==> src/rtl/hrcb_pkg.sv <==
/*
  Shared constants for the rotation sensor configuration bank: register
  offsets, field positions, reset values, timing counts and types.
  Assumes a byte-wide register port and one 250 MHz system clock.
*/
package hrcb_pkg;

  // ----------------------------------------------------------------------
  // register offsets
  // ----------------------------------------------------------------------
  localparam logic [7:0] HRCB_ADDR_COMP_LO_A = 8'h74;
  localparam logic [7:0] HRCB_ADDR_COMP_LO_B = 8'h75;
  localparam logic [7:0] HRCB_ADDR_GAIN_A    = 8'h76;
  localparam logic [7:0] HRCB_ADDR_GAIN_B    = 8'h77;
  localparam logic [7:0] HRCB_ADDR_SIGN      = 8'h78;
  localparam logic [7:0] HRCB_ADDR_SINE      = 8'h79;
  localparam logic [7:0] HRCB_ADDR_COSINE    = 8'h7A;
  localparam logic [7:0] HRCB_ADDR_BETA      = 8'h7B;
  localparam logic [7:0] HRCB_ADDR_WAKE      = 8'h7C;
  localparam logic [7:0] HRCB_ADDR_INTERVAL  = 8'h7D;
  localparam logic [7:0] HRCB_ADDR_OFFS_HI   = 8'h7E;
  localparam logic [7:0] HRCB_ADDR_OFFS_LO   = 8'h7F;

  // ----------------------------------------------------------------------
  // field positions
  // ----------------------------------------------------------------------
  localparam int HRCB_COMP_HI_MSB = 7;
  localparam int HRCB_COMP_HI_LSB = 6;
  localparam int HRCB_COARSE_MSB  = 5;
  localparam int HRCB_COARSE_LSB  = 4;
  localparam int HRCB_FINE_MSB    = 3;
  localparam int HRCB_FINE_LSB    = 0;
  localparam int HRCB_OCT_MSB     = 6;
  localparam int HRCB_OCT_LSB     = 5;
  localparam int HRCB_INVERT_BIT  = 3;
  localparam int HRCB_RATIO_BIT   = 2;
  localparam int HRCB_DEN_BIT     = 1;
  localparam int HRCB_NUM_BIT     = 0;
  localparam int HRCB_THR_MSB     = 7;
  localparam int HRCB_THR_LSB     = 5;
  localparam int HRCB_PRE_MSB     = 4;
  localparam int HRCB_PRE_LSB     = 0;

  // ----------------------------------------------------------------------
  // reset values and limits
  // ----------------------------------------------------------------------
  localparam logic [7:0]  HRCB_RST_COMP_LO  = 8'h00;
  localparam logic [7:0]  HRCB_RST_GAIN     = 8'h00;
  localparam logic [7:0]  HRCB_RST_SINE     = 8'h00;
  localparam logic [7:0]  HRCB_RST_COSINE   = 8'h00;
  localparam logic [7:0]  HRCB_RST_BETA     = 8'h08;
  localparam logic [7:0]  HRCB_RST_WAKE     = 8'hFF;
  localparam logic [7:0]  HRCB_RST_INTERVAL = 8'h03;
  localparam logic [15:0] HRCB_RST_OFFSET   = 16'h0000;
  localparam logic [7:0]  HRCB_INTERVAL_MIN = 8'h0A;
  localparam logic [7:0]  HRCB_INTERVAL_MAX = 8'hB4;
  localparam logic [15:0] HRCB_OFFSET_MAX   = 16'h0167;
  localparam logic [4:0]  HRCB_AWAKE_LOAD   = 5'h1F;
  localparam logic [2:0]  HRCB_COUNT_MAX    = 3'h7;

  // ----------------------------------------------------------------------
  // timing: movement timer tick
  // ----------------------------------------------------------------------
  localparam int HRCB_CLK_PERIOD_NS = 4;
  localparam int HRCB_TICK_NS       = 1000;
  localparam int HRCB_TICK_CYCLES   = HRCB_TICK_NS / HRCB_CLK_PERIOD_NS;

  // ----------------------------------------------------------------------
  // types
  // ----------------------------------------------------------------------
  typedef enum logic [1:0] {
    HRCB_TUNE_OFF     = 2'h0,
    HRCB_TUNE_PARTIAL = 2'h1,
    HRCB_TUNE_SEMI    = 2'h2,
    HRCB_TUNE_FULL    = 2'h3
  } hrcb_tune_mode_t;

  typedef enum logic [1:0] {
    HRCB_SLEEP = 2'b01,
    HRCB_AWAKE = 2'b10
  } hrcb_wake_state_t;

endpackage : hrcb_pkg

==> src/rtl/hrcb_wake_if.sv <==
/*
  Link between the register bank and the wheel wake unit.
  Assumes both ends sit on the same system clock.
*/
`timescale 1ns/100ps
`default_nettype none
interface hrcb_wake_if;
  logic [2:0] threshold;
  logic [4:0] preload;
  logic       mode_en;
  logic       awake;
  logic       wake_pulse;

  modport ctrl (output threshold, preload, mode_en,
                input  awake, wake_pulse);
  modport unit (input  threshold, preload, mode_en,
                output awake, wake_pulse);
endinterface : hrcb_wake_if
`default_nettype wire

==> src/rtl/hrcb_top.sv <==
/*
  Configuration and result register bank of the two-plate rotation sensor.
  Assumes the serial register interface presents byte accesses on sys_clk
  and the tuning, angle and wheel logic share the same clock.
*/
// Behaviour
// - gain register bits 7-6 hold compensation 9-8
// - coarse gain bits 5-4, fine bits 3-0
// - read-only octant code in bits 6-5
// - bit 3 set reverses reported direction
// - read-only ratio/denominator/numerator sign flags
// - sine constant, phase sine times 255
// - cosine constant, phase cosine times 255
// - filter beta seeds wheel filter coefficient
// - wake if count reaches threshold first
// - nonzero preload starts each wake window
// - zero preload: stop asleep, 31 awake
// - interval size in degrees, 10 to 180
// - read-only 16-bit offset, 0 to 359
// - low compensation byte in own register
// - full tuning adjusts compensation, coarse, fine
// - wake mode wakes on channel zero touch
`timescale 1ns/100ps
`default_nettype none
module hrcb_top
  import hrcb_pkg::*;
#(
  parameter int TICK_CYCLES = HRCB_TICK_CYCLES
)(
  // clock and reset
  input  wire logic        sys_clk,
  input  wire logic        arst_n,
  // register port
  input  wire logic [7:0]  reg_addr,
  input  wire logic        reg_wr,
  input  wire logic        reg_rd,
  input  wire logic [7:0]  reg_wdata,
  output logic      [7:0]  reg_rdata,
  // auto_gain_tuning engine
  input  wire logic [1:0]  tune_mode,
  input  wire logic        tune_we,
  input  wire logic        tune_pair_b,
  input  wire logic [9:0]  tune_comp,
  input  wire logic [1:0]  tune_coarse,
  input  wire logic [3:0]  tune_fine,
  // channel settings for sensor_pair_a and sensor_pair_b
  output logic      [9:0]  pair_a_comp,
  output logic      [1:0]  pair_a_coarse,
  output logic      [3:0]  pair_a_fine,
  output logic      [9:0]  pair_b_comp,
  output logic      [1:0]  pair_b_coarse,
  output logic      [3:0]  pair_b_fine,
  // angle calculation
  input  wire logic        calc_valid,
  input  wire logic [1:0]  calc_octant,
  input  wire logic        calc_ratio_neg,
  input  wire logic        calc_den_neg,
  input  wire logic        calc_num_neg,
  input  wire logic        calc_dir_raw,
  output logic      [7:0]  sine_const,
  output logic      [7:0]  cosine_const,
  output logic             dir_invert,
  output logic             angle_dir,
  // wheel filter
  input  wire logic        filt_restart,
  output logic      [7:0]  filt_coeff,
  // interval_output_function
  output logic      [7:0]  interval_deg,
  output logic             interval_ok,
  // wheel offset result
  input  wire logic        offset_valid,
  input  wire logic [15:0] offset_in,
  // wheel wake
  input  wire logic        wake_mode_en,
  input  wire logic        touch_channel_zero,
  input  wire logic        wheel_move,
  input  wire logic        wheel_sleep_req,
  output logic             wheel_awake,
  output logic             wheel_wake
);

  // ----------------------------------------------------------------------
  // reset release
  // ----------------------------------------------------------------------
  logic rst_meta_r;
  logic rst_n_r;

  always_ff @(posedge sys_clk or negedge arst_n) begin
    if (!arst_n) begin
      rst_meta_r <= 1'b0;
      rst_n_r    <= 1'b0;
    end else begin
      rst_meta_r <= 1'b1;
      rst_n_r    <= rst_meta_r;
    end
  end

  // ----------------------------------------------------------------------
  // storage
  // ----------------------------------------------------------------------
  logic [7:0]  comp_lo_r [2];
  logic [7:0]  gain_r    [2];
  logic [1:0]  octant_r;
  logic        ratio_neg_r;
  logic        den_neg_r;
  logic        num_neg_r;
  logic        invert_r;
  logic [7:0]  sine_r;
  logic [7:0]  cosine_r;
  logic [7:0]  beta_r;
  logic [7:0]  wake_r;
  logic [7:0]  interval_r;
  logic [15:0] offset_r;
  logic [7:0]  rdata_nxt;
  logic        awake_r;
  logic        wake_r_pulse;

  hrcb_tune_mode_t mode;
  logic            tune_comp_en;
  logic            tune_coarse_en;
  logic            tune_fine_en;

  // the tuning engine only touches the fields its mode owns
  always_comb begin
    mode           = hrcb_tune_mode_t'(tune_mode);
    tune_comp_en   = tune_we && (mode != HRCB_TUNE_OFF);
    tune_fine_en   = tune_we && (mode == HRCB_TUNE_SEMI ||
                                 mode == HRCB_TUNE_FULL);
    tune_coarse_en = tune_we && (mode == HRCB_TUNE_FULL);
  end

  // ----------------------------------------------------------------------
  // compensation and gain per channel pair
  // ----------------------------------------------------------------------
  // a tuning update lands after a same-cycle host write, so the engine's
  // value wins; the host sees it on the next read
  always_ff @(posedge sys_clk or negedge rst_n_r) begin
    if (!rst_n_r) begin
      for (int i = 0; i < 2; i++) begin
        comp_lo_r[i] <= HRCB_RST_COMP_LO;
        gain_r[i]    <= HRCB_RST_GAIN;
      end
    end else begin
      for (int i = 0; i < 2; i++) begin
        if (reg_wr && reg_addr == (HRCB_ADDR_COMP_LO_A + 8'(i))) begin
          comp_lo_r[i] <= reg_wdata;
        end
        if (reg_wr && reg_addr == (HRCB_ADDR_GAIN_A + 8'(i))) begin
          gain_r[i] <= reg_wdata;
        end
        if (tune_pair_b == (i == 1)) begin
          if (tune_comp_en) begin
            comp_lo_r[i] <= tune_comp[7:0];
            gain_r[i][HRCB_COMP_HI_MSB:HRCB_COMP_HI_LSB] <=
              tune_comp[9:8];
          end
          if (tune_coarse_en) begin
            gain_r[i][HRCB_COARSE_MSB:HRCB_COARSE_LSB] <=
              tune_coarse;
          end
          if (tune_fine_en) begin
            gain_r[i][HRCB_FINE_MSB:HRCB_FINE_LSB] <= tune_fine;
          end
        end
      end
    end
  end

  always_comb begin
    pair_a_comp   = {gain_r[0][HRCB_COMP_HI_MSB:HRCB_COMP_HI_LSB],
                     comp_lo_r[0]};
    pair_a_coarse = gain_r[0][HRCB_COARSE_MSB:HRCB_COARSE_LSB];
    pair_a_fine   = gain_r[0][HRCB_FINE_MSB:HRCB_FINE_LSB];
    pair_b_comp   = {gain_r[1][HRCB_COMP_HI_MSB:HRCB_COMP_HI_LSB],
                     comp_lo_r[1]};
    pair_b_coarse = gain_r[1][HRCB_COARSE_MSB:HRCB_COARSE_LSB];
    pair_b_fine   = gain_r[1][HRCB_FINE_MSB:HRCB_FINE_LSB];
  end

  // ----------------------------------------------------------------------
  // angle sign flags
  // ----------------------------------------------------------------------
  always_ff @(posedge sys_clk or negedge rst_n_r) begin
    if (!rst_n_r) begin
      octant_r    <= 2'h0;
      ratio_neg_r <= 1'b0;
      den_neg_r   <= 1'b0;
      num_neg_r   <= 1'b0;
    end else if (calc_valid) begin
      octant_r    <= calc_octant;
      ratio_neg_r <= calc_ratio_neg;
      den_neg_r   <= calc_den_neg;
      num_neg_r   <= calc_num_neg;
    end
  end

  // only the invert bit takes a host write
  always_ff @(posedge sys_clk or negedge rst_n_r) begin
    if (!rst_n_r) begin
      invert_r <= 1'b0;
    end else if (reg_wr && reg_addr == HRCB_ADDR_SIGN) begin
      invert_r <= reg_wdata[HRCB_INVERT_BIT];
    end
  end

  always_ff @(posedge sys_clk or negedge rst_n_r) begin
    if (!rst_n_r) begin
      angle_dir <= 1'b0;
    end else if (calc_valid) begin
      angle_dir <= calc_dir_raw ^ invert_r;
    end
  end

  assign dir_invert = invert_r;

  // ----------------------------------------------------------------------
  // phase constants, filter, interval, wake settings
  // ----------------------------------------------------------------------
  always_ff @(posedge sys_clk or negedge rst_n_r) begin
    if (!rst_n_r) begin
      sine_r     <= HRCB_RST_SINE;
      cosine_r   <= HRCB_RST_COSINE;
      beta_r     <= HRCB_RST_BETA;
      wake_r     <= HRCB_RST_WAKE;
      interval_r <= HRCB_RST_INTERVAL;
    end else if (reg_wr) begin
      unique case (reg_addr)
        HRCB_ADDR_SINE:     sine_r     <= reg_wdata;
        HRCB_ADDR_COSINE:   cosine_r   <= reg_wdata;
        HRCB_ADDR_BETA:     beta_r     <= reg_wdata;
        HRCB_ADDR_WAKE:     wake_r     <= reg_wdata;
        HRCB_ADDR_INTERVAL: interval_r <= reg_wdata;
        default: begin
        end
      endcase
    end
  end

  assign sine_const   = sine_r;
  assign cosine_const = cosine_r;
  assign interval_deg = interval_r;

  // out-of-range sizes are kept as written but flagged unusable
  always_ff @(posedge sys_clk or negedge rst_n_r) begin
    if (!rst_n_r) begin
      interval_ok <= 1'b0;
    end else begin
      interval_ok <= (interval_r >= HRCB_INTERVAL_MIN) &&
                     (interval_r <= HRCB_INTERVAL_MAX);
    end
  end

  always_ff @(posedge sys_clk or negedge rst_n_r) begin
    if (!rst_n_r) begin
      filt_coeff <= HRCB_RST_BETA;
    end else if (filt_restart) begin
      filt_coeff <= beta_r;
    end
  end

  // ----------------------------------------------------------------------
  // wheel offset result
  // ----------------------------------------------------------------------
  // a result past one turn is a calculation fault; keep the last good one
  always_ff @(posedge sys_clk or negedge rst_n_r) begin
    if (!rst_n_r) begin
      offset_r <= HRCB_RST_OFFSET;
    end else if (offset_valid && offset_in <= HRCB_OFFSET_MAX) begin
      offset_r <= offset_in;
    end
  end

  // ----------------------------------------------------------------------
  // register read
  // ----------------------------------------------------------------------
  always_comb begin
    rdata_nxt = 8'h00;
    unique case (reg_addr)
      HRCB_ADDR_COMP_LO_A: rdata_nxt = comp_lo_r[0];
      HRCB_ADDR_COMP_LO_B: rdata_nxt = comp_lo_r[1];
      HRCB_ADDR_GAIN_A:    rdata_nxt = gain_r[0];
      HRCB_ADDR_GAIN_B:    rdata_nxt = gain_r[1];
      HRCB_ADDR_SIGN:      rdata_nxt = {1'b0, octant_r, 1'b0, invert_r,
                                        ratio_neg_r, den_neg_r,
                                        num_neg_r};
      HRCB_ADDR_SINE:      rdata_nxt = sine_r;
      HRCB_ADDR_COSINE:    rdata_nxt = cosine_r;
      HRCB_ADDR_BETA:      rdata_nxt = beta_r;
      HRCB_ADDR_WAKE:      rdata_nxt = wake_r;
      HRCB_ADDR_INTERVAL:  rdata_nxt = interval_r;
      HRCB_ADDR_OFFS_HI:   rdata_nxt = offset_r[15:8];
      HRCB_ADDR_OFFS_LO:   rdata_nxt = offset_r[7:0];
      default:             rdata_nxt = 8'h00;
    endcase
  end

  always_ff @(posedge sys_clk or negedge rst_n_r) begin
    if (!rst_n_r) begin
      reg_rdata <= 8'h00;
    end else if (reg_rd) begin
      reg_rdata <= rdata_nxt;
    end
  end

  // ----------------------------------------------------------------------
  // movement timer tick divider
  // ----------------------------------------------------------------------
  logic [15:0] div_r;
  logic        tick_r;

  always_ff @(posedge sys_clk or negedge rst_n_r) begin
    if (!rst_n_r) begin
      div_r  <= 16'h0000;
      tick_r <= 1'b0;
    end else if (div_r == 16'(TICK_CYCLES - 1)) begin
      div_r  <= 16'h0000;
      tick_r <= 1'b1;
    end else begin
      div_r  <= div_r + 16'h0001;
      tick_r <= 1'b0;
    end
  end

  // ----------------------------------------------------------------------
  // wheel wake unit
  // ----------------------------------------------------------------------
  hrcb_wake_if wk ();

  assign wk.threshold = wake_r[HRCB_THR_MSB:HRCB_THR_LSB];
  assign wk.preload   = wake_r[HRCB_PRE_MSB:HRCB_PRE_LSB];
  assign wk.mode_en   = wake_mode_en;

  hrcb_wheel_wake u_wake (
    .clk       (sys_clk),
    .rst_n     (rst_n_r),
    .tick      (tick_r),
    .move      (wheel_move),
    .touch     (touch_channel_zero),
    .sleep_req (wheel_sleep_req),
    .w         (wk.unit)
  );

  assign awake_r      = wk.awake;
  assign wake_r_pulse = wk.wake_pulse;
  assign wheel_awake  = awake_r;
  assign wheel_wake   = wake_r_pulse;

endmodule : hrcb_top
`default_nettype wire

==> src/rtl/hrcb_wheel_wake.sv <==
/*
  Wheel wake unit: movement counter, movement timer and sleep state.
  Assumes tick is a one-cycle enable and all inputs share the clock.
*/
`timescale 1ns/100ps
`default_nettype none
module hrcb_wheel_wake
  import hrcb_pkg::*;
(
  // clock and reset
  input  wire logic clk,
  input  wire logic rst_n,
  // events
  input  wire logic tick,
  input  wire logic move,
  input  wire logic touch,
  input  wire logic sleep_req,
  // settings and status
  hrcb_wake_if.unit w
);

  hrcb_wake_state_t state_r;
  logic [4:0]       timer_r;
  logic [2:0]       count_r;
  logic [2:0]       count_nxt;
  logic             expired;
  logic             hit;
  logic             wake_now;
  logic [4:0]       awake_load;

  always_comb begin
    count_nxt  = count_r;
    if (move && count_r != HRCB_COUNT_MAX) begin
      count_nxt = count_r + 3'h1;
    end
    // a zero preload stops the timer, so it never expires
    expired    = (w.preload != 5'h00) && (timer_r == 5'h00);
    hit        = (count_nxt >= w.threshold);
    wake_now   = (w.mode_en && touch) || (hit && !expired);
    awake_load = (w.preload == 5'h00) ? HRCB_AWAKE_LOAD : w.preload;
  end

  // ----------------------------------------------------------------------
  // sleep state
  // ----------------------------------------------------------------------
  always_ff @(posedge clk or negedge rst_n) begin
    if (!rst_n) begin
      state_r      <= HRCB_AWAKE;
      w.wake_pulse <= 1'b0;
    end else begin
      w.wake_pulse <= 1'b0;
      unique case (state_r)
        HRCB_SLEEP: begin
          if (wake_now) begin
            state_r      <= HRCB_AWAKE;
            w.wake_pulse <= 1'b1;
          end
        end
        HRCB_AWAKE: begin
          if (sleep_req) begin
            state_r <= HRCB_SLEEP;
          end
        end
      endcase
    end
  end

  assign w.awake = state_r[1];

  // ----------------------------------------------------------------------
  // movement timer and counter
  // ----------------------------------------------------------------------
  always_ff @(posedge clk or negedge rst_n) begin
    if (!rst_n) begin
      timer_r <= HRCB_AWAKE_LOAD;
      count_r <= 3'h0;
    end else if (state_r == HRCB_AWAKE || wake_now) begin
      timer_r <= awake_load;
      count_r <= 3'h0;
      if (state_r == HRCB_AWAKE && sleep_req) begin
        timer_r <= w.preload;
      end
    end else if (expired) begin
      timer_r <= w.preload;
      count_r <= 3'h0;
    end else begin
      count_r <= count_nxt;
      if (tick && w.preload != 5'h00) begin
        timer_r <= timer_r - 5'h01;
      end
    end
  end

endmodule : hrcb_wheel_wake
`default_nettype wire

==> config.mk <==
export PLATFORM = sky130hd
export DESIGN_NAME = hrcb_top
export DESIGN_NICKNAME = d
export VERILOG_FILES = /design/src/rtl/hrcb_pkg.sv /design/src/rtl/hrcb_wake_if.sv /design/src/rtl/hrcb_top.sv /design/src/rtl/hrcb_wheel_wake.sv
export SDC_FILE = /design/constraint.sdc
export NUM_CORES = 1
export LEC_CHECK = 0
export ABC_AREA = 1
export BUFFER_PORTS_ARGS = -buffer_cell sky130_fd_sc_hd__buf_4
export CAP_MARGIN = 20
export CORE_MARGIN = 2
export CORE_UTILIZATION = 50
export DETAILED_ROUTE_END_ITERATION = 12
export MAX_ROUTING_LAYER = met4
export PLACE_DENSITY = 0.76
export SETUP_SLACK_MARGIN = 0.4
export SKIP_CTS_REPAIR_TIMING = 1
export SLEW_MARGIN = 10
export SYNTH_ARGS = -nofsm -noshare
export SYNTH_HDL_FRONTEND = slang
export SYNTH_HIERARCHICAL = 1
export SYNTH_SLANG_ARGS = --single-unit
export TNS_END_PERCENT = 30
==> constraint.sdc <==
create_clock -name sys_clk -period 4.55 [get_ports sys_clk]
set_input_delay 0.91 -clock sys_clk [delete_from_list [all_inputs] [get_ports sys_clk]]
set_output_delay 0.91 -clock sys_clk [all_outputs]
set_load 0.01 [all_outputs]
Word level (Yosys, flattened, before mapping)
Cells that the tools add are included.
{ "classes": {"n_eq_ne": 20, "n_reduce_logical": 31, "n_addsub": 3, "bitwise_logic": 1, "multipliers": 0, "muxes": 32, "div": 0, "n_shift": 0, "order_cmp": 4} }
{ "ops": {"columns": ["operator", "count"], "rows": [
  ["$eq A8 B7 Y1 const B", 12],
  ["$pmux W8 S12", 1],
  ["$mux W8", 10],
  ["$mux W5", 5],
  ["$add A16 B1 Y16 const B", 1],
  ["$eq A16 B8 Y1 const B", 1],
  ["$le A16 B9 Y1 const B", 1],
  ["$logic_and A1 B1 Y1", 16],
  ["$mux W16", 1],
  ["$mux W2", 6],
  ["$reduce_and A2 Y1", 6],
  ["$logic_not A5 Y1", 2],
  ["$mux W3", 3],
  ["$ge A8 B4 Y1 const B", 1],
  ["$le A8 B8 Y1 const B", 1],
  ["$mux W4", 2],
  ["$eq A2 B2 Y1 const B", 3],
  ["$reduce_bool A5 Y1", 1],
  ["$sub A5 B1 Y5 const B", 1],
  ["$pmux W2 S2", 1],
  ["$add A3 B1 Y3 const B", 1],
  ["$ge A3 B3 Y1", 1],
  ["$logic_or A1 B1 Y1", 3],
  ["$mux W1", 3],
  ["8 further kinds", 8]
]} }
{ "totals": {"elab_cells": 118, "romBits": 0, "mem_count": 0, "ram_bits": 0, "latch_bits": 0, "inputBits": 69, "ff_bits": 142} }

Longest topological paths before layout
Gate-level depths: netlist of the first run.
{ "depth": {"depth_word": 8, "ltp_mapped": 15, "mapped_depth_nobuf": 15} }

Modules after synthesis
The synthesis of the first run kept the hierarchy.
{ "by_module_without_submodules": {"columns": ["module", "instances", "area_per_inst_um2", "seq_area_each_um2", "cells_each"], "rows": [
  ["hrcb_top", 1, 6759.0, 3293.2, 790],
  ["hrcb_wheel_wake", 1, 875.8, 282.8, 125]
]} }

Least setup slack after synthesis of the first run
No wires, ideal clock.
{ "synth_timing": {"path_kind": "input to register", "start": "in wheel_move", "end": "reg u_wake.timer_r[4]", "slack_ns": 2.056, "path_buffers": 0, "cell_stages": 9, "arrival_time_ns": 2.410, "setup_ns": 0.083, "path_cell_list": "nand2_1 > mux2_2 > ha_1 > a21oi_1 > o21ai_0 > a21oi_4 > nand2_4 > nand2_1 > nand3_1"} }
{ "synth_via": {"elab_chain_cells": 7} }
{ "synth_lines": {"columns": ["item", "line_no", "rtl"], "rows": [
  ["start, declared", "hrcb_top.sv:76", "input wire logic wheel_move,"],
  ["$logic_and A1 B1 Y1 (*)", "hrcb_wheel_wake.sv:33", "if (move && count_r != HRCB_COUNT_MAX) begin"],
  ["$mux W3 (*)", "hrcb_wheel_wake.sv:33", null],
  ["$ge A3 B3 Y1 (*)", "hrcb_wheel_wake.sv:38", "hit = (count_nxt >= w.threshold);"],
  ["$logic_and A1 B1 Y1 (*)", "hrcb_wheel_wake.sv:39", "wake_now = (w.mode_en && touch) || (hit && !expired);"],
  ["$logic_or A1 B1 Y1 (*)", "hrcb_wheel_wake.sv:39", null],
  ["$logic_or A1 B1 Y1 (*)", "hrcb_wheel_wake.sv:77", "end else if (state_r == HRCB_AWAKE || wake_now) begin"],
  ["$reduce_bool A3 Y1 (no source line) or $mux W5 (tied branches)", null, null],
  ["end signal, assigned", "hrcb_wheel_wake.sv:78", "timer_r <= awake_load;"],
  ["end signal, assigned", "hrcb_wheel_wake.sv:81", "timer_r <= w.preload;"],
  ["end signal, assigned", "hrcb_wheel_wake.sv:84", "timer_r <= w.preload;"],
  ["end, declared", "hrcb_wheel_wake.sv:23", "logic [4:0] timer_r;"]
]} }
Mark *: on every way between the ends. The rest lies on a longest branch, timed or not.
A chain may end at the register's enable or synchronous reset.

Worst setup path in the final report of the first run
{ "layout_timing": {"start": "reg u_wake.count_r[0]", "end": "reg u_wake.timer_r[2]"} }
{ "layout_via": {"elab_chain_cells": 8} }
{ "layout_lines": {"columns": ["item", "line_no", "rtl"], "rows": [
  ["start, declared", "hrcb_wheel_wake.sv:24", "logic [2:0] count_r;"],
  ["start signal, assigned", "hrcb_wheel_wake.sv:87", "count_r <= count_nxt;"],
  ["parallel branches: the longest is 2 deep, another holds $add A3 B1 Y3", null, null],
  ["$mux W3 (*)", "hrcb_wheel_wake.sv:33", null],
  ["$ge A3 B3 Y1 (*)", "hrcb_wheel_wake.sv:38", null],
  ["$logic_and A1 B1 Y1 (*)", "hrcb_wheel_wake.sv:39", null],
  ["$logic_or A1 B1 Y1 (*)", "hrcb_wheel_wake.sv:39", null],
  ["$logic_or A1 B1 Y1 (*)", "hrcb_wheel_wake.sv:77", null],
  ["$reduce_bool A3 Y1 (no source line) or $mux W5 (tied branches)", null, null]
]} }
Every way passes the cells marked *.

==> metrics.txt, run 1 <==
number of diodes=0; syn_nets=992; Final setup viols=0; CP Capture Type=flip-flop; GRT Residual Overflow=0; number of port buffers=145; total track usage=26.4%; top_reg_cell synth=dfrtp_1; cell taking the most area after synthesis=dfrtp_1; CTS tree=built; initial core utilization=50.8%; CTS Root Buffer Type=clkbuf_16; Ports=146; Max Cap Viol=0; Worst R2R Path Depth=13; Worst-Skew Late Latency=0.42 ns; largest net degree at the start of global routing=89; Mapped Cells=915; Final ANT Viol Nets=0; 1st-iter DRT viols=677; top cells by area, synth=dfrtp_1, nand2_1, nand3_1; Tmin final=2.55 ns; DR WL/cell=16.3 um; Yosys Warn Count=6; DRT Pass-1 Iters=5; Worst Setup SP=u_wake/count_r[0]; Hold Path Class=in2async; P_leak=4.98 nW; #FFs+latches synth=142; Max clock buf depth=2; Die Y-Extent=128 um; die area=16300 um2; Achievable Freq=392 MHz; final net count=1136; initial antenna violation count=0; commonest non-fill, non-tap cell in the layout=nand2_1; measured slew at the worst slew-check pin=0.831 ns; RSZ-0062 raised after global routing=no; CP startpoint kind=flip-flop; CP endpoint=u_wake/timer_r[2]; reg-to-reg slack, setup=2.00 ns; Avg Inst Size Synth=8.34 um2; clk sink count=142; detailed placement HPWL=14.8 mm; H-tree depth=4; first-pass GRT wire length=32.3 mm; num rows=45; Fin. Hold Viols=0; Crit path required time=4.91 ns; ratio of cells with drive above 1 in the final layout=24.8%; vias per cell=5.39; Reg clk slew, reported paths=0.06 ns; Placed Area=8780 um2; sequential area share after synthesis=46.8%; status=finished clean; fraction of registers with async set/reset=100%; Worst slew margin=44.6%; post-synth top area share=40.6%; Post-synth EDFFs=0; CORE AREA=15000 um2; total clock buffers created by CTS=17; Final Instance Area=9460 um2; Data arrival, critical path=2.91 ns; Crit Path Max Fanout=7; post-synthesis cell type count=46; worst flop-to-flop path startpoint=u_wake/count_r[0]; area of the mapped netlist=7630 um2; Vias=6791; pwr dens=370 nW/um2; DRC=0; WS Path Type=reg2reg; Final Wtd Congestion=0.928; Area Overhead vs Synth=24.0%; most frequent cells in the layout=nand2_1, buf_4, dfrtp_1; total wire length=20.5 mm; VDD IR max=257 uV; Max Slew Vio Count=0; vias in the first global route=6282; setup TNS=0 ns; clock skew=0.00909 ns; part of the cycle the worst path needs=56.1%; reg2reg end=u_wake/timer_r[2]; Die W=128 um
state kept, by name (all words and copies together) (netlist names), 3 cells and up:
signal          count
pair_a_fine         4
interval_deg        8
sine_const          8
div_r              16
pair_b_comp        10
u_wake/timer_r      5
pair_b_fine         4
filt_coeff          8
cosine_const        8
beta_r              8
u_wake/count_r      3
offset_r           16
pair_a_comp        10
wake_r              8
reg_rdata           8
layer usage:
layer	global-route usage, %	part of all wire (%)	vias to the layer above
met4	8.53	2.1	0
li1	-	-	3315
met2	39.6	47	271
met5	-	0	-
met1	36.5	44	3168
met3	4.98	6.9	37
area by class of cell:
class                      count  area, um2
multi-input combinational    658       3510
clock buffer                  19        443
clock inverter                13        213
fill                        1309       5570
tap                          188        235
sequential                   142       3580
timing repair buffer         150       1150
inverter                      90        339
critical path, stage by stage, from the launching register on:
cell     delay, ns
dfrtp_1       0.40
ha_1          0.21
ha_1          0.20
inv_1         0.05
nand2_1       0.09
mux2_2        0.30
ha_1          0.31
a21oi_1       0.11
o21ai_0       0.19
a21oi_4       0.32
nand2_4       0.12
nand2_1       0.08
nand2_1       0.05
nand2_1       0.07
synth_stat cells, types with 2 or more instances:
library cell / count
o211ai_1: 11
buf_4: 2
a21oi_1: 4
or2_2: 2
nand2_1: 224
dfrtp_1: 124
inv_2: 5
clkbuf_1: 7
o22ai_1: 20
nand4_1: 8
inv_1: 83
nand3_1: 115
o21ai_0: 15
nand3_2: 3
nor2_4: 5
buf_2: 3
ha_1: 8
nand2_2: 5
nor2_1: 90
nand2_4: 6
nor2_2: 3
xnor2_1: 7
nor3_1: 15
o21ai_2: 9
nor2_8: 8
dfstp_2: 18
buf_6: 12
nand3_4: 6
o21ai_1: 65
mux2_2: 10
xor2_1: 7
cell families (layout without fill, tap and decap cells):
group,after synthesis,after routing,synth area share (%)
flops,142,142,46.8
xor+xnor,14,14,1.61
other cells,1,1,0.0491
compound gates,130,130,9.96
mux,10,10,1.47
buf+inv,115,272,7.21
simple gates,495,495,31.5
fa+ha+maj,8,8,1.31
power breakdown:
group / total (W) / internal (W) / switching (W)
sequential: 0.00148 / 0.00138 / 0.000105
combinational: 0.000485 / 0.000213 / 0.000271
clock: 0.00153 / 0.000992 / 0.000539
through the flow:
step | power [W] | cells | hold WS (ns) | worst slack, ns | utilization (%)
5_1_grt | 0.00363 | 1260 | 0.234 | 1.79 | 63.0
3_5_place_dp | 0.00198 | 1227 | 0.342 | 1.74 | 58.4
2_1_floorplan | 0.00174 | 915 | 0.331 | 2.06 | -
4_1_cts | 0.00351 | 1259 | 0.246 | 2.00 | 62.8
6_report | 0.00350 | 1260 | 0.255 | 2.00 | 63.0
3_3_place_gp | 0.00197 | 1227 | 0.336 | 1.80 | 58.4
worst min path at each step:
stage	endpoint	slack, ns	cells past startpoint
floorplan	rst_n_r	0.33	0
global placement	rst_n_r	0.34	0
detailed placement	rst_n_r	0.34	0
CTS	rst_n_r	0.25	1
global route	rst_n_r	0.23	1
finish	rst_n_r	0.25	1
(Power assumes the default switching activity.)
==> inputs of run 2 (changes only) <==
--- a/config.mk
+++ b/config.mk
@@ -5,14 +5,14 @@
 export SDC_FILE = /design/constraint.sdc
 export NUM_CORES = 1
 export LEC_CHECK = 0
-export ABC_AREA = 1
+export ABC_AREA = 0
 export BUFFER_PORTS_ARGS = -buffer_cell sky130_fd_sc_hd__buf_4
 export CAP_MARGIN = 20
 export CORE_MARGIN = 2
 export CORE_UTILIZATION = 50
 export DETAILED_ROUTE_END_ITERATION = 12
 export MAX_ROUTING_LAYER = met4
-export PLACE_DENSITY = 0.76
+export PLACE_DENSITY = 0.77
 export SETUP_SLACK_MARGIN = 0.4
 export SKIP_CTS_REPAIR_TIMING = 1
 export SLEW_MARGIN = 10
==> constraint.sdc (replaced) <==
create_clock -name sys_clk -period 2.1 [get_ports sys_clk]
set_input_delay 0.42 -clock sys_clk [delete_from_list [all_inputs] [get_ports sys_clk]]
set_output_delay 0.42 -clock sys_clk [all_outputs]
set_load 0.01 [all_outputs]
==> run 2 against run 1 <==
The run now ends with negative setup slack left. Cell count down 21%. Sequential power up 120%. Wire length up 0.87%. Cell area down 1.4%. Die area down 5.2%. Worst setup slack worse by 2.2 ns. Critical path depth down 2. Synthesized cell count down 30%. First-iteration DRC count down 17%. Area after synthesis down 5.4%. Global-route usage up 2.3 points. Highest routed layer unchanged.
==> metrics.txt, run 2 <==
Final Wtd Congestion=0.977 (+5.2%); Post-synth EDFFs=0 (unchanged); VDD IR max=585 uV (+130%); DRT met1 WL=8.92 mm (-1.2%); area of the mapped netlist=7220 um2 (-5.4%); CP startpoint kind=flip-flop; number of port buffers=145 (unchanged); most frequent cells in the layout=buf_4, dfrtp_1, mux2_2; failing checks=negative setup slack; status=finished with violations; Hold Path Class=in2reg; CORE AREA=14000 um2 (-6.9%); part of the cycle the worst path needs=112% (+56 points); GRT Residual Overflow=0 (unchanged); H-tree depth=4 (unchanged); Die W=124 um (-2.7%); vias per cell=5.93 (+9.9%); Fillers=1051 (-20%); #FFs+latches synth=142 (unchanged); most frequent CP cell=ha_2; DR top layer=met4; Worst slew margin=52.8% (+8.2 points); critical path cell sequence=ha_2 > ha_2 > nand2b_4 > mux2_4 > ha_4 > nand2_1 > o21ai_2 > a21oi_4 > buf_6 > nor3_2 > a21oi_2; Top Registers=div_r: 16 flops, offset_r: 16 flops; number of diodes=0 (unchanged); sequential area share after synthesis=49.5% (+2.7 points); fraction of registers with async set/reset=100% (unchanged); CTS tree=built; Mapped Cells=643 (-30%); Data arrival, critical path=2.69 ns (-0.22 ns); Placed Area=8640 um2 (-1.6%); CP Capture Type=flip-flop; DRC=0 (unchanged); ratio of cells with drive above 1 in the final layout=41.2% (+16 points); pwr dens=795 nW/um2 (+110%); Worst Setup Slack, final=-0.244 ns (-2.24 ns); fin util=66.7% (+3.8 points); Achievable Freq=427 MHz (+8.9%); Die Y-Extent=124 um (-2.7%); 1st-iter DRT viols=563 (-17%); post-synth top area share=43.0% (+2.3 points); Crit path required time=2.45 ns (-2.46 ns); clk sink count=142 (unchanged); most common cell in the netlist=dfrtp_1; clock skew=0.00631 ns (-0.00278 ns); non-filler cells, final=997 (-21%); Tmin final=2.34 ns (-0.209 ns); DR WL met2=9.83 mm (+2.4%); cell taking the most area after synthesis=dfrtp_1; syn_nets=720 (-27%); top cells by area, synth=dfrtp_1, mux2_2, mux2i_1; Max Cap Viol=0 (unchanged); RSZ-0062 raised after global routing=yes; Max Slew Vio Count=0 (unchanged); Max clock buf depth=2 (unchanged); first-pass GRT wire length=31.9 mm (-1.4%); Vias=5908 (-13%); met3 WL=1.40 mm (-1.8%); num rows=43 (-4.4%); total wire length=20.7 mm (+0.87%); DRT Pass-1 Iters=5 (unchanged); initial core utilization=51.6% (+0.84 points); commonest non-fill, non-tap cell in the layout=buf_4; Final setup viols=11 (+11); total track usage=28.7% (+2.3 points); WS Path Type=reg2reg; Worst-Skew Late Latency=0.43 ns (about the same); measured slew at the worst slew-check pin=0.702 ns (-0.129 ns); vias in the first global route=5838 (-7.1%); Yosys Warn Count=6 (unchanged); Crit Path Max Fanout=4 (-3); placed cells=962 (-22%); critical path's largest stage delay=0.38 ns (-0.02 ns); top_reg_cell synth=dfrtp_1; total clock buffers created by CTS=17 (unchanged); Final ANT Viol Nets=0 (unchanged); DR WL/cell=20.7 um (+27%); largest net degree at the start of global routing=50 (-44%); post-synthesis cell type count=77 (+67%); CP max-delay cell=dfrtp_1; Final Instance Area=9340 um2 (-1.4%); Area Overhead vs Synth=29.3%; Reg clk slew, reported paths=0.06 ns (about the same); P_leak=4.40 nW (-12%); Overall Power=0.00742 W (+110%); Synth top cells by count=dfrtp_1, mux2_2, mux2i_1; initial antenna violation count=0 (unchanged); Ports=146 (unchanged); final net count=881 (-22%); detailed placement HPWL=15.1 mm (+2.0%); CTS Root Buffer Type=clkbuf_16; Avg Inst Size Synth=11.2 um2 (+35%); die area=15400 um2 (-5.2%); Fin. Hold Viols=0 (unchanged)
## run 2: changes by cell type in the layout (fill, tap and decap cells not counted), moves of 27 or more
cell	change
o21ai_1	-58
nor2_1	-42
mux2_2	+52
mux2i_1	+50
nand3_1	-95
a21oi_1	+36
nand2_1	-195
buf_4	+27
inv_1	-70
## run 2: critical path: cells and delay by family, from the launching register on
| kind | cells | cell delay [ns] |
|---|---|---|
| AOI/OAI and AO/OA | 3 | 0.37 |
| buffers and inverters | 1 | 0.13 |
| and+or+nand+nor | 3 | 0.40 |
| muxes | 1 | 0.33 |
| adders and majority gates | 3 | 0.65 |
| DFF | 1 | 0.38 |
## run 2: worst paths after layout
path | cells past startpoint | slack (ns) | end | startpoint
setup / recovery | 11 | -0.24 | u_wake/timer_r[2] | u_wake/count_r[1]
hold / removal | 3 | 0.21 | pair_b_fine[3] | tune_fine[3]
setup reg to reg | 11 | -0.24 | u_wake/timer_r[2] | u_wake/count_r[1]
hold reg to reg | 0 | 0.25 | interval_deg[6] | rst_n_r
max in group asynchronous | 1 | 1.22 | filt_coeff[3] | rst_n_r
min in group asynchronous | 0 | 0.25 | interval_deg[6] | rst_n_r
## run 2: power by group
| part | internal (W) | switching (W) |
|---|---|---|
| registers | 0.00297 | 0.000254 |
| logic | 0.000567 | 0.000560 |
| clock network | 0.00190 | 0.00116 |
## run 2: per-layer routing
metal  global-route usage [%]  vias up
met5                        -        -
met4                     11.0        0
met3                     5.04       33
met2                     43.8      257
met1                     38.5     2955
li1                         -     2663
## run 2: cells by family after synthesis
group	Yosys count	synth area share, %
simple gates	174	13.2
flops	142	49.5
mux	125	19.2
compound gates	123	11.3
buf+inv	54	3.41
xor+xnor	16	1.94
fa+ha+maj	8	1.39
other cells	1	0.0519
## run 2: metrics by stage
step                      setup slack [ns]  hold slack (ns)  setup TNS (ns)
final                               -0.244            0.211           -2.15
after global routing                -0.313            0.213           -2.98
after CTS                           -0.353           -0.252           -3.37
after detailed placement            -0.312            0.203           -2.83
after global placement              -0.206            0.206           -1.75
after floorplan                     -0.239            0.124          -0.901
## run 2: cell type report
| class | count | area, um2 | area share, % |
|---|---|---|---|
| well taps | 180 | 225 | 2.41 |
| repair buffers | 181 | 1390 | 14.9 |
| clock buffers | 23 | 498 | 5.33 |
| clock inverters | 9 | 106 | 1.14 |
| multi-input cells | 447 | 3480 | 37.2 |
| inverters | 15 | 56.3 | 0.603 |
| flip-flops and latches | 142 | 3580 | 38.3 |
==> inputs of run 3 (changes only) <==
--- a/config.mk
+++ b/config.mk
@@ -10,9 +10,11 @@
 export CAP_MARGIN = 20
 export CORE_MARGIN = 2
 export CORE_UTILIZATION = 50
+export CTS_CLUSTER_SIZE = 24
 export DETAILED_ROUTE_END_ITERATION = 12
 export MAX_ROUTING_LAYER = met4
 export PLACE_DENSITY = 0.77
+export REMOVE_ABC_BUFFERS = 1
 export SETUP_SLACK_MARGIN = 0.4
 export SKIP_CTS_REPAIR_TIMING = 1
 export SLEW_MARGIN = 10
==> run 3 against run 2 <==
The flow still finishes with violations (negative setup slack). Via count increased by 2.5%. Critical path type unchanged. Sequential share of layout area decreased by 0.45 points. Cell area increased by 1.2%. Clock power increased by 6%. Cell count increased by 0.40%. Critical endpoint is now u_wake/timer_r[4]. Worst hold slack improved by 0.0042 ns. Largest cell class unchanged.
==> metrics.txt, run 3 (synthesis gave the netlist of run 2 again) <==
status=finished with violations; failing checks=negative setup slack; Max clock buf depth=2 (unchanged); Data arrival, critical path=2.79 ns (+0.10 ns); vias per cell=6.05 (+2.1%); initial core utilization=51.6% (unchanged); part of the cycle the worst path needs=115% (+3.6 points); total track usage=29.6% (+0.83 points); CP startpoint kind=flip-flop; final net count=885 (+0.45%); Hold Path Class=in2reg; Area Overhead vs Synth=30.8%; Reg clk slew, reported paths=0.06 ns (about the same); total wire length=21.6 mm (+4.6%); Crit Path Max Fanout=7 (+3); Ports=146 (unchanged); DRT Pass-1 Iters=5 (unchanged); Die Y-Extent=124 um (unchanged); Tmin final=2.42 ns (+0.0765 ns); detailed placement HPWL=15.4 mm (+1.8%); clock skew=0.00790 ns (+0.00159 ns); GRT Residual Overflow=0 (unchanged); first-pass GRT wire length=32.8 mm (+2.9%); RSZ-0062 raised after global routing=yes; Fin. Hold Viols=0 (unchanged); initial antenna violation count=1 (+1); Crit path required time=2.47 ns (+0.02 ns); placed cells=963 (+0.10%); Max Slew Vio Count=0 (unchanged); number of port buffers=145 (unchanged); 1st-iter DRT viols=535 (-5.0%); commonest non-fill, non-tap cell in the layout=buf_4; CTS tree=built; Vias=6055 (+2.5%); non-filler cells, final=1001 (+0.40%); Fillers=1018 (-3.1%); CORE AREA=14000 um2 (unchanged); WS Path Type=reg2reg; DR WL/cell=21.6 um (+4.2%); number of diodes=0 (unchanged); ratio of cells with drive above 1 in the final layout=41.0% (-0.20 points); Final setup viols=11 (unchanged); P_leak=4.45 nW (+1.1%); clk sink count=142 (unchanged); Worst slew margin=55.0% (+2.2 points); fin util=67.5% (+0.79 points); Top Registers=div_r: 16 flops, offset_r: 16 flops; CP Capture Type=flip-flop; CTS Root Buffer Type=clkbuf_16; VDD IR max=572 uV (-2.2%); Achievable Freq=413 MHz (-3.2%); Final Wtd Congestion=0.941 (-3.7%); pwr dens=805 nW/um2 (+1.2%); DRC=0 (unchanged); die area=15400 um2 (unchanged); H-tree depth=4 (unchanged); num rows=43 (unchanged); vias in the first global route=5918 (+1.4%); measured slew at the worst slew-check pin=0.669 ns (-0.0326 ns); Worst Setup Slack, final=-0.320 ns (-0.0765 ns); Max Cap Viol=0 (unchanged); largest net degree at the start of global routing=42 (-16%); most frequent cells in the layout=buf_4, dfrtp_1, mux2_2; Final Instance Area=9450 um2 (+1.2%); Final ANT Viol Nets=0 (unchanged); Placed Area=8680 um2 (+0.49%); Die W=124 um (unchanged); Worst-Skew Late Latency=0.43 ns (about the same); total clock buffers created by CTS=17 (unchanged)
[run 3: cell types whose count changed in the layout (fill, tap and decap cells not counted), moves of 2 or more]
cell        previous run  this run
buf_12                 2         6
a21oi_2                2         0
bufinv_16              2         4
clkbuf_8               5         3
clkinvlp_4             3         1
nor3_1                 9        11
nor3_2                 3         1
[run 3: layout make-up]
cell class              count  area (um2)  area share, %
clock buffers              22         474           5.02
clock inverters            10         160           1.70
well taps                 180         225           2.38
multi-input cells         447        3470           36.8
repair buffers            185        1480           15.6
inverters                  15        56.3          0.596
flip-flops and latches    142        3580           37.9
[run 3: final timing paths]
kind / start / endpoint / slack (ns) / cells after the start
min in group asynchronous: rst_n_r / div_r[12] / 0.32 / 0
max in group asynchronous: rst_n_r / interval_deg[1] / 1.04 / 1
max: u_wake/count_r[1] / u_wake/timer_r[4] / -0.32 / 11
min: tune_fine[1] / pair_b_fine[1] / 0.21 / 3
min reg2reg: rst_n_r / div_r[12] / 0.32 / 0
max reg2reg: u_wake/count_r[1] / u_wake/timer_r[4] / -0.32 / 11
[run 3: power breakdown]
part | switching, W | internal (W)
sequential | 0.000244 | 0.00297
clock | 0.00115 | 0.00208
combinational | 0.000573 | 0.000573
total | 0.00197 | 0.00563
[run 3: routing by layer]
metal  wire length [um]  global-route usage, %  up-vias
met2              10300                   44.7      357
met1               8980                   40.3     3004
met4                460                   10.3        0
met5                  0                      -        -
met3               1840                   5.36       37
li1                   -                      -     2657
[run 3: worst max-delay path, stage by stage, from the launching register on]
cell and delay (ns):
dfrtp_1 0.39, ha_2 0.18, ha_2 0.17, nand2b_4 0.15, buf_6 0.12, xor2_2 0.15, ha_1 0.29, nor2b_2 0.16
o21ai_4 0.09, a21oi_4 0.28, mux2i_1 0.25, o22a_1 0.15
[run 3: stage by stage]
stage / power, W / setup slack [ns] / hold WS (ns) / setup TNS [ns]
2_1_floorplan: 0.00370 / -2.12 / 0.124 / -279.41
3_3_place_gp: 0.00431 / -0.363 / 0.203 / -2.52
3_5_place_dp: 0.00436 / -0.508 / 0.207 / -3.80
4_1_cts: 0.00758 / -0.516 / -0.242 / -3.85
5_1_grt: 0.00787 / -0.401 / 0.210 / -3.39
6_report: 0.00760 / -0.320 / 0.215 / -2.25
